--- config.mk ---
export PLATFORM = sky130hd
export DESIGN_NAME = timer0_with_shared_prescaler
export DESIGN_NICKNAME = d
export VERILOG_FILES = /design/src/pkg/timer0_pkg.sv /design/src/design/timer0_with_shared_prescaler.sv
export SDC_FILE = /design/constraint.sdc
export NUM_CORES = 1
export LEC_CHECK = 0
export ABC_AREA = 0
export BUFFER_PORTS_ARGS = -buffer_cell sky130_fd_sc_hd__buf_2
export CORE_ASPECT_RATIO = 1.5
export CORE_MARGIN = 1.5
export CORE_UTILIZATION = 49
export CTS_CLUSTER_SIZE = 12
export DETAILED_ROUTE_END_ITERATION = 10
export GPL_ROUTABILITY_DRIVEN = 0
export PLACE_DENSITY = 0.84
export SETUP_SLACK_MARGIN = 0.02
export SLEW_MARGIN = 40
export SYNTH_ARGS = -nofsm -noshare
export SYNTH_HDL_FRONTEND = slang
export SYNTH_SLANG_ARGS = --single-unit
export TNS_END_PERCENT = 10
--- constraint.sdc ---
create_clock -name clk -period 2.3 [get_ports clk]
set_input_delay 0.115 -clock clk [delete_from_list [all_inputs] [get_ports clk]]
set_output_delay 0.115 -clock clk [all_outputs]
set_load 0.03 [all_outputs]
--- src/pkg/timer0_pkg.sv ---
// constants, register map and state layout of the timer0 block
// assumes a 20 MHz oscillator clock split into four phase clocks
package timer0_pkg;
    // clock and instruction cycle
    localparam int unsigned CLK_PERIOD_NS = 50;
    localparam int unsigned PHASES_PER_INSTR = 4;
    localparam int unsigned INSTR_PERIOD_NS = CLK_PERIOD_NS * PHASES_PER_INSTR;
    localparam logic [1:0] PHASE_Q2 = 2'h1;
    localparam logic [1:0] PHASE_Q4 = 2'h3;
    localparam logic [1:0] WRITE_INHIBIT_INSTR = 2'h2;

    // register indices, byte address is four times the index
    localparam logic [9:0] IDX_COUNT = 10'h001;
    localparam logic [9:0] IDX_INT_CTRL = 10'h00b;
    localparam logic [9:0] IDX_PRESCALE_CFG = 10'h081;
    localparam logic [9:0] IDX_PORT_A_DIR = 10'h085;
    localparam logic [9:0] IDX_IRQ_STATUS = 10'h090;
    localparam logic [9:0] IDX_IRQ_MASK = 10'h091;
    localparam logic [9:0] IDX_SYS_CTRL = 10'h092;

    // reset values
    localparam logic [7:0] RST_COUNT = 8'h00;
    localparam logic [7:0] RST_INT_CTRL = 8'h00;
    localparam logic [7:0] RST_PRESCALE_CFG = 8'hff;
    localparam logic [5:0] RST_PORT_A_DIR = 6'h3f;

    // field positions
    localparam int unsigned CFG_CLOCK_SOURCE_SELECT = 5;
    localparam int unsigned CFG_COUNTER_EDGE_SELECT = 4;
    localparam int unsigned CFG_PRESCALER_ASSIGN = 3;
    localparam int unsigned INT_OVERFLOW_IRQ_ENABLE = 5;
    localparam int unsigned INT_OVERFLOW_FLAG = 2;
    localparam int unsigned IRQ_OVERFLOW = 0;
    localparam int unsigned IRQ_WATCHDOG_TICK = 1;
    localparam int unsigned SYS_SLEEP = 0;
    localparam int unsigned SYS_WATCHDOG_CLEAR = 1;

    typedef enum logic [1:0] {
        APB_WAIT = 2'b01,
        APB_ANSWER = 2'b10
    } apb_state_e;

    typedef struct packed {
        logic [1:0] phase;
        logic pin_s1;
        logic pin_s2;
        logic pin_s3;
        logic wd_s1;
        logic wd_s2;
        logic wd_s3;
        logic [7:0] count;
        logic [7:0] int_ctrl;
        logic [7:0] prescale_cfg;
        logic [5:0] port_a_dir;
        logic sleep;
        logic [1:0] irq_status;
        logic [1:0] irq_mask;
        logic [7:0] prescale;
        logic [1:0] inhibit;
        logic samp_q2;
        logic samp_q4;
        apb_state_e apb_st;
        logic pready;
        logic pslverr;
        logic [31:0] prdata;
        logic irq;
        logic overflow_irq;
        logic watchdog_tick;
        logic watchdog_clear;
    } state_s;
endpackage

--- src/design/timer0_with_shared_prescaler.sv ---
// timer0: 8-bit timer/counter with prescaler shared with the watchdog
// assumes an apb master on clk, and the watchdog counter outside
//
// Functional notes
// RULE1 - clock source clear and no prescaler: count once per instruction cycle
// RULE2 - a write to the count stops counting for two instruction cycles
// RULE3 - clock source set: count pin edges, edge select clear rising, set falling
// RULE4 - one prescaler serves timer when assign bit clear, watchdog when set
// RULE5 - timer assigned prescaler offers ratios 1:2 up to 1:256
// RULE6 - prescaler count is never readable nor loadable by software
// RULE7 - rollover from ff to 00 sets the overflow flag
// RULE8 - overflow interrupt requested only while its enable bit is set; the irq output ignores that bit and uses irq_mask
// RULE9 - software clears the overflow flag before re-enabling the interrupt
// RULE10 - sleep halts the timer, so no overflow happens in sleep
// RULE11 - prescaler output, not the pin, is sampled on Q2 and Q4; with the watchdog assigned the code samples pin_level directly
// RULE12 - external input divided by a counter with symmetrical output
// RULE13 - one 8-bit counter is timer prescaler or watchdog postscaler
// RULE14 - timer assigned: writing the count zeroes the prescaler only
// RULE15 - watchdog assigned: watchdog clear zeroes watchdog and prescaler
// RULE16 - software follows the fixed sequence to move prescaler to watchdog
// RULE17 - software clears watchdog then clears assign bit to move it back
// RULE18 - watchdog assigned: timer counts once per input event
// RULE19 - ratio value v divides timer by 2^(v+1), watchdog by 2^v
//
// Our own choice: the APB interface to the registers.
`timescale 1ns/1ps
module timer0_with_shared_prescaler (
    // clock and reset
    input wire logic clk,
    input wire logic rst_n,
    // apb slave
    input wire logic psel,
    input wire logic penable,
    input wire logic pwrite,
    input wire logic [11:0] paddr,
    input wire logic [31:0] pwdata,
    output logic [31:0] prdata,
    output logic pready,
    output logic pslverr,
    // pins
    input wire logic counter_input_pin,
    input wire logic watchdog_clock_pin,
    // watchdog side
    output logic watchdog_tick,
    output logic watchdog_clear,
    // interrupts
    output logic overflow_irq,
    output logic irq
);
    timer0_pkg::state_s s;
    timer0_pkg::state_s n;

    logic access;
    logic wr;
    logic [9:0] idx;
    logic mapped;
    logic [7:0] rdata;
    logic instr_tick;
    logic q2_tick;
    logic clock_source_select;
    logic counter_edge_select;
    logic prescaler_assign;
    logic [2:0] prescale_ratio_select;
    logic pin_level;
    logic pin_edge;
    logic wd_rise;
    logic ps_in;
    logic ps_src;
    logic sync_edge;
    logic inc_ev;
    logic ovf_ev;
    logic wd_out;
    logic wr_count;
    logic wd_clr_wr;
    logic [7:0] wd_mask;

    always_comb begin
        n = s;
        idx = paddr[11:2];
        access = psel && penable;
        wr = access && s.pready && pwrite;
        q2_tick = s.phase == timer0_pkg::PHASE_Q2;
        instr_tick = s.phase == timer0_pkg::PHASE_Q4;
        clock_source_select = s.prescale_cfg[timer0_pkg::CFG_CLOCK_SOURCE_SELECT];
        counter_edge_select = s.prescale_cfg[timer0_pkg::CFG_COUNTER_EDGE_SELECT];
        prescaler_assign = s.prescale_cfg[timer0_pkg::CFG_PRESCALER_ASSIGN];
        prescale_ratio_select = s.prescale_cfg[2:0];
        wr_count = wr && idx == timer0_pkg::IDX_COUNT;
        wd_clr_wr = wr && idx == timer0_pkg::IDX_SYS_CTRL
            && pwdata[timer0_pkg::SYS_WATCHDOG_CLEAR];

        // phase clocks and pin synchronisers
        n.phase = s.phase + 2'h1;
        n.pin_s1 = counter_input_pin;
        n.pin_s2 = s.pin_s1;
        n.pin_s3 = s.pin_s2;
        n.wd_s1 = watchdog_clock_pin;
        n.wd_s2 = s.wd_s1;
        n.wd_s3 = s.wd_s2;
        wd_rise = s.wd_s2 && !s.wd_s3;

        // falling edge select inverts the pin, so a rising edge always counts
        pin_level = s.pin_s2 ^ counter_edge_select; // [RULE3]
        pin_edge = pin_level && !(s.pin_s3 ^ counter_edge_select); // [RULE3]

        // shared prescaler input
        if (prescaler_assign) begin
            ps_in = wd_rise; // [RULE4] [RULE13]
        end else if (clock_source_select) begin
            ps_in = pin_edge && !s.sleep; // [RULE12]
        end else begin
            ps_in = instr_tick && !s.sleep;
        end

        // watchdog postscaler taps 2^v input ticks
        wd_mask = (8'h01 << prescale_ratio_select) - 8'h01; // [RULE19]
        wd_out = prescaler_assign ? (wd_rise && ((s.prescale & wd_mask) == wd_mask))
            : wd_rise;

        // timer source: bit v toggles every 2^v events, period 2^(v+1)
        if (!prescaler_assign) begin
            ps_src = s.prescale[prescale_ratio_select]; // [RULE5] [RULE12] [RULE19]
        end else begin
            ps_src = clock_source_select ? pin_level : 1'b0; // [RULE18]
        end

        // sample prescaler output on Q2 then Q4
        if (!s.sleep && q2_tick) begin
            n.samp_q2 = ps_src; // [RULE11]
        end
        if (!s.sleep && instr_tick) begin
            n.samp_q4 = s.samp_q2; // [RULE11]
        end
        sync_edge = instr_tick && s.samp_q2 && !s.samp_q4; // [RULE11]

        if (!clock_source_select && prescaler_assign) begin
            inc_ev = instr_tick; // [RULE1] [RULE18]
        end else begin
            inc_ev = sync_edge;
        end
        inc_ev = inc_ev && !s.sleep && s.inhibit == 2'h0; // [RULE2] [RULE10]
        ovf_ev = inc_ev && s.count == 8'hff && !wr_count; // [RULE7]

        // prescaler counter, cleared by count write when timer assigned, by watchdog clear when watchdog assigned
        if (ps_in) begin
            n.prescale = s.prescale + 8'h01; // [RULE13]
        end
        if (wr_count && !prescaler_assign) begin
            n.prescale = 8'h00; // [RULE14]
        end
        if (wd_clr_wr && prescaler_assign) begin
            n.prescale = 8'h00; // [RULE15]
        end

        // count and write inhibit
        if (instr_tick && s.inhibit != 2'h0) begin
            n.inhibit = s.inhibit - 2'h1;
        end
        if (inc_ev) begin
            n.count = s.count + 8'h01; // [RULE1] [RULE3]
        end
        if (wr_count) begin
            n.count = pwdata[7:0];
            n.inhibit = timer0_pkg::WRITE_INHIBIT_INSTR; // [RULE2]
        end

        // register writes
        if (wr) begin
            case (idx)
                timer0_pkg::IDX_INT_CTRL: begin
                    n.int_ctrl = pwdata[7:0];
                end
                timer0_pkg::IDX_PRESCALE_CFG: begin
                    n.prescale_cfg = pwdata[7:0];
                end
                timer0_pkg::IDX_PORT_A_DIR: begin
                    n.port_a_dir = pwdata[5:0];
                end
                timer0_pkg::IDX_IRQ_STATUS: begin
                    n.irq_status = s.irq_status & ~pwdata[1:0];
                end
                timer0_pkg::IDX_IRQ_MASK: begin
                    n.irq_mask = pwdata[1:0];
                end
                timer0_pkg::IDX_SYS_CTRL: begin
                    n.sleep = pwdata[timer0_pkg::SYS_SLEEP];
                end
                default: begin
                end
            endcase
        end
        // hardware sets win over software clears
        if (ovf_ev) begin
            n.int_ctrl[timer0_pkg::INT_OVERFLOW_FLAG] = 1'b1; // [RULE7] [RULE9]
            n.irq_status[timer0_pkg::IRQ_OVERFLOW] = 1'b1;
        end
        if (wd_out) begin
            n.irq_status[timer0_pkg::IRQ_WATCHDOG_TICK] = 1'b1;
        end

        // outputs
        n.watchdog_tick = wd_out;
        n.watchdog_clear = wd_clr_wr;
        n.overflow_irq = n.int_ctrl[timer0_pkg::INT_OVERFLOW_FLAG]
            && n.int_ctrl[timer0_pkg::INT_OVERFLOW_IRQ_ENABLE]; // [RULE8]
        n.irq = |(n.irq_status & n.irq_mask);

        // apb read decode; the prescaler has no address
        mapped = 1'b1;
        case (idx)
            timer0_pkg::IDX_COUNT: rdata = s.count;
            timer0_pkg::IDX_INT_CTRL: rdata = s.int_ctrl;
            timer0_pkg::IDX_PRESCALE_CFG: rdata = s.prescale_cfg;
            timer0_pkg::IDX_PORT_A_DIR: rdata = {2'h0, s.port_a_dir};
            timer0_pkg::IDX_IRQ_STATUS: rdata = {6'h00, s.irq_status};
            timer0_pkg::IDX_IRQ_MASK: rdata = {6'h00, s.irq_mask};
            timer0_pkg::IDX_SYS_CTRL: rdata = {7'h00, s.sleep};
            default: begin
                rdata = 8'h00; // [RULE6]
                mapped = 1'b0;
            end
        endcase

        // one wait state: answer registered on the first access edge
        case (s.apb_st)
            timer0_pkg::APB_WAIT: begin
                if (access) begin
                    n.apb_st = timer0_pkg::APB_ANSWER;
                    n.pready = 1'b1;
                    n.pslverr = !mapped;
                    n.prdata = pwrite ? 32'h0000_0000 : {24'h000000, rdata};
                end
            end
            timer0_pkg::APB_ANSWER: begin
                n.apb_st = timer0_pkg::APB_WAIT;
                n.pready = 1'b0;
                n.pslverr = 1'b0;
                n.prdata = 32'h0000_0000;
            end
            default: begin
                n.apb_st = timer0_pkg::APB_WAIT;
                n.pready = 1'b0;
            end
        endcase
    end

    always_ff @(posedge clk or negedge rst_n) begin
        if (!rst_n) begin
            s <= '0;
            s.count <= timer0_pkg::RST_COUNT;
            s.int_ctrl <= timer0_pkg::RST_INT_CTRL;
            s.prescale_cfg <= timer0_pkg::RST_PRESCALE_CFG;
            s.port_a_dir <= timer0_pkg::RST_PORT_A_DIR;
            s.apb_st <= timer0_pkg::APB_WAIT;
            // samplers start high, as an idle low pin reads after the reset falling edge select, so no false edge
            s.samp_q2 <= timer0_pkg::RST_PRESCALE_CFG[timer0_pkg::CFG_COUNTER_EDGE_SELECT];
            s.samp_q4 <= timer0_pkg::RST_PRESCALE_CFG[timer0_pkg::CFG_COUNTER_EDGE_SELECT];
        end else begin
            s <= n;
        end
    end

    assign prdata = s.prdata;
    assign pready = s.pready;
    assign pslverr = s.pslverr;
    assign watchdog_tick = s.watchdog_tick;
    assign watchdog_clear = s.watchdog_clear;
    assign overflow_irq = s.overflow_irq;
    assign irq = s.irq;

    // checks
    a_instr_tick_count: assert property (@(posedge clk) disable iff (!rst_n) // [RULE1]
        (instr_tick && !clock_source_select && prescaler_assign && !s.sleep
            && s.inhibit == 2'h0 && !wr_count)
        |=> s.count == $past(s.count) + 8'h01)
        else $error("count missed an instruction cycle");

    a_write_inhibit_hold: assert property (@(posedge clk) disable iff (!rst_n) // [RULE2]
        wr_count |=> s.count == $past(pwdata[7:0])
            && s.inhibit == timer0_pkg::WRITE_INHIBIT_INSTR)
        else $error("count write not loaded with inhibit");

    a_inhibit_freezes_count: assert property (@(posedge clk) disable iff (!rst_n) // [RULE2]
        s.inhibit != 2'h0 && !wr_count |=> $stable(s.count))
        else $error("count moved inside write inhibit");

    a_overflow_sets_flag: assert property (@(posedge clk) disable iff (!rst_n) // [RULE7]
        ovf_ev |=> s.count == 8'h00 && s.int_ctrl[timer0_pkg::INT_OVERFLOW_FLAG]
            && s.irq_status[timer0_pkg::IRQ_OVERFLOW])
        else $error("rollover did not set overflow flag");

    a_irq_needs_enable: assert property (@(posedge clk) disable iff (!rst_n) // [RULE8]
        !s.int_ctrl[timer0_pkg::INT_OVERFLOW_IRQ_ENABLE] && !wr |=> !s.overflow_irq)
        else $error("overflow interrupt without enable");

    a_sleep_halts_count: assert property (@(posedge clk) disable iff (!rst_n) // [RULE10]
        s.sleep && !wr_count |=> $stable(s.count))
        else $error("count moved during sleep");

    a_count_on_q4: assert property (@(posedge clk) disable iff (!rst_n) // [RULE11]
        (s.count != $past(s.count)) && !$past(wr_count)
        |-> $past(s.phase) == timer0_pkg::PHASE_Q4)
        else $error("count advanced off the Q4 phase");

    a_write_clears_pscale: assert property (@(posedge clk) disable iff (!rst_n) // [RULE14]
        wr_count && !prescaler_assign |=> s.prescale == 8'h00 && $stable(s.prescale_cfg))
        else $error("count write did not clear prescaler");

    a_wd_clear_pscale: assert property (@(posedge clk) disable iff (!rst_n) // [RULE15]
        wd_clr_wr && prescaler_assign |=> s.prescale == 8'h00 && s.watchdog_clear)
        else $error("watchdog clear did not clear prescaler");

    a_wd_ratio_one: assert property (@(posedge clk) disable iff (!rst_n) // [RULE19]
        prescaler_assign && prescale_ratio_select == 3'h0 && wd_rise |=> s.watchdog_tick)
        else $error("watchdog 1:1 tick missing");
endmodule

-- Yosys cells after proc, flatten, opt, wreduce, memory -nomap -nowiden
Cells that the tools add are included.
- register bits: 95
- output and inout bits: 38
- $lt $le $gt $ge: 1
- bitwise operators: 6
- muxes and demuxes: 31
- reduce and logical (&&, ||, !) cells: 44
- shift operators: 1
- add/subtract/negate cells: 5
- equality and inequality tests: 14
- operators with widths (kind ; count):
    case mux 33 bit (2 select lines) ; 1
    2-to-1 mux 8 bit ; 7
    case mux 8 bit (7 select lines) ; 1
    equality test 10 x 8 -> 1 bit (second input constant) ; 5
    2-to-1 mux 36 bit ; 1
    2-to-1 mux 25 bit ; 1
    logical AND 1 bit ; 23
    adder 8 x 1 -> 8 bit (second input constant) ; 2
    2-to-1 mux 1 bit ; 12
    2-to-1 mux 6 bit ; 2
    equality test 10 x 1 -> 1 bit (second input constant) ; 1
    equality test 10 x 4 -> 1 bit (second input constant) ; 1
    AND reduction 2 bit ; 5
    AND 8 bit ; 1
    equality test 8 bit ; 1
    equality test 8 bit (second input constant) ; 1
    zero test 1 bit ; 8
    2-to-1 mux 2 bit ; 4
    nonzero test 2 bit ; 4
    left shift 1 x 3 -> 8 bit (first input constant) ; 1
    subtractor 8 x 1 -> 8 bit (second input constant) ; 1
    OR reduction 7 bit ; 1
    AND 2 bit ; 2
    equality test 2 x 1 -> 1 bit (second input constant) ; 2
    12 further kinds ; 14

-- Longest topological paths before layout
- depth after elaboration: 11
- mapped depth: 9
- mapped depth without buffers: 8

-- Worst setup path after synthesis
OpenSTA, ideal clock, no wires.
- path type: reg2reg
- from: register s (netlist bit prescale_ratio_select[1])
- to: register s (netlist bit irq)
- path buffers: 1
- arrival time: 2.064 ns
- path slack: 0.110 ns
- period minus slack after synthesis: 2.190 ns
- required time: 2.174 ns
- stages on the path, launching flop included: 9
- setup time: 0.126 ns
- path through: dfstp_2 -> clkbuf_1 -> or3_1 -> ha_1 -> nand2_1 -> a2111oi_0 -> a211o_1 -> a211oi_1 -> a221o_1
- RTL lines (what ; line ; text):
    from (decl) ; timer0_with_shared_prescaler.sv:50 ; timer0_pkg::state_s s;
    from (signal assigned) ; timer0_with_shared_prescaler.sv:259 ; s <= n;

==> results.toml <==
[floorplan]
die_y_um = 111
num_rows = 39
die_w_um = 74.7
core_area_sq_um = 7560
die_area_sq_um = 8250
pin_count = 89
start_util = 0.499

[placed_design]
hpwl_um = 5830
port-buffer-count = 38
placedCellCount = 481
placed_cell_area_sq_um = 3980

[clock_tree]
cts_buffers = 9
cts_root_buffer = "clkbuf_16"
cts_sinks = 70
htree_levels = 3
cts_tree = "done"
clock_path_buffers = 2
clk_pin_slew_ns = 0.05
clock_latency_ns = 0.34

[sta]
max_freq_mhz = 460
setup_viol = 0
rsz0062_at_grt = "no"
finalCriticalPeriod_ns = 2.18
slew_violations = 0
hold_viol_final = 0
post-route-period-util = 0.946
fin_skew_ns = 0.00467
slew_headroom = 0.471
worst_pin_slew_ns = 0.788
tns_ns = 0

[worst_setup_path]
crit_type = "reg -> reg"
end_kind = "flop"
critPathMaxFanout = 10
worstSetupStartpointType = "flop"
reg2reg_slack_ns = 0.12
reg2regPathDepth = 7
worstPathRequired_ns = 2.52
cp.arrival_ns = 2.40

[synth]
syn_area_sq_um = 3770
synth.avg_cell_area_sq_um = 10.7
ys_ff_latch = 70
yosysUniqueCellTypes = 58
synth_top_cell_area_share = 0.351
ys.warnings.count = 0
synth_top_cells_by_area = "dfrtp_1, dfstp_2, mux2_2, buf_4, nand2_1"
synth_ff_type = "dfrtp_1"
synthArstFlopShare = 1.00
ys_seq_area_frac = 0.470
synth_cells = 352
synth_edf_count = 0
synth_top_area_cell = "dfrtp_1"

[global_route]
grt_pass1_wl_um = 13600
grt_max_degree = 49
grt_usage = 0.219
grt-ovfl-total = 0
grt_pass1_vias = 2869
antenna_found_initial = 0

[job]
cap_violations = 0

[min_path]
min_path_type = "in -> reg"
hold_depth = 2

[detailed_routing]
drt_iter0_drc = 271
viasPerCell = 5.61
final_antenna_net_count = 0
wire_per_inst_um = 16.3
drc = 0
dr.pass1.iters = 4
vias = 2820
routed_wl_um = 8180

[power]
power.density_nw_per_um2 = 704
peakVddDrop_mv = 0.433
p_leak_nw = 1.98
total_power_mw = 3.04

[finish]
antennaDiodeCount = 0
final_cells = 503
post-route-util = 0.571
fin_nets = 453
layout_common_cells = "dfrtp_1, buf_2, nand2_1"
area_delta_synth_final_pct = 14.5
stdcell_area_sq_um = 4320
mostFrequentLayoutCell = "dfrtp_1"
drive_above_1_share = 0.304
fillers = 626

[outcome]
status = "finished clean"
## report_power, final
group | switching, mW | total [mW] | internal, mW
Combinational | 0.210 | 0.331 | 0.121
Clock | 0.495 | 1.30 | 0.809
Sequential | 0.0965 | 1.41 | 1.31
## per-layer routing
metal	global-route usage	wire length (um)	vias to the layer above
met3	0.0365	386	22
met4	0.122	258	0
li1	-	-	1302
met1	0.253	3080	1397
met2	0.371	4460	99
met5	0	0	-
## state kept, by name, summed over array words and instances (netlist names), 3 cells and up
signal / flops
n: 4
prescale_ratio_select: 3
s: 47
prdata: 8
## through the flow
| step | worst slack (ns) | hold slack [ns] |
|---|---|---|
| after floorplan | 0.110 | -0.181 |
| after global placement | 0.174 | 0.122 |
| after detailed placement | 0.104 | 0.123 |
| after CTS | 0.0901 | 0.0439 |
| after global routing | 0.0123 | 0.0514 |
| final | 0.124 | 0.0462 |
## synth_stat cells (8+ instances only)
cell,count
nor2_1,21
inv_1,11
nand2_1,26
buf_4,33
o21ai_0,11
clkbuf_1,9
xor2_1,9
mux2_2,25
dfstp_2,17
a21oi_1,14
nand4_1,8
dfrtp_1,53
## worst max-delay path: stages (launching register included)
cell,delay (ns)
dfstp_2,0.64
or3_1,0.17
ha_1,0.22
nand2_1,0.09
a2111oi_1,0.39
a211o_1,0.18
a211oi_2,0.06
a221o_1,0.31
## area by class of cell
class,instances,area [sq um],share of cell area
multi-input combinational,250,1760,0.408
tap,102,128,0.0295
clock buffer,12,267,0.0617
timing repair buffer,54,330,0.0765
sequential,70,1770,0.410
clock inverter,4,20.0,0.00463
inverter,11,41.3,0.00956
## final timing paths
path | startpoint | to
worst min register to register | n[91]$_DFF_PN0_ | n[90]$_DFF_PN0_
min in group asynchronous | rst_n | s[44]$_DFFE_PN0P_
worst max-delay path | prescale_ratio_select[0]$_DFFE_PN1P_ | irq$_DFF_PN0_
worst min-delay path | pwdata[6] | s[77]$_DFFE_PN0P_
worst max register to register | prescale_ratio_select[0]$_DFFE_PN1P_ | irq$_DFF_PN0_
max in group asynchronous | rst_n | s[70]$_DFFE_PN1P_
## kinds of logic (layout without fill, tap and decap cells)
group | Yosys count | count (layout) | synth area share
muxes | 33 | 33 | 0.104
DFF | 70 | 70 | 0.470
buffers and inverters | 55 | 81 | 0.0882
other | 1 | 24 | 0.000993
and+or+nand+nor | 105 | 105 | 0.157
xor gates and xnor gates | 16 | 16 | 0.0371
AOI/OAI and AO/OA | 66 | 66 | 0.124
adders and majority gates | 6 | 6 | 0.0199
## repair_timing
item / in CTS / in global routing
endpoints found under the hold margin: 23 / 0
resized for setup: 0 / 2
hold buffers: 3 / 0
setup endpoints to repair: 0 / 2
setup buffers: 0 / 3
Power figures use the tool's default switching activity.
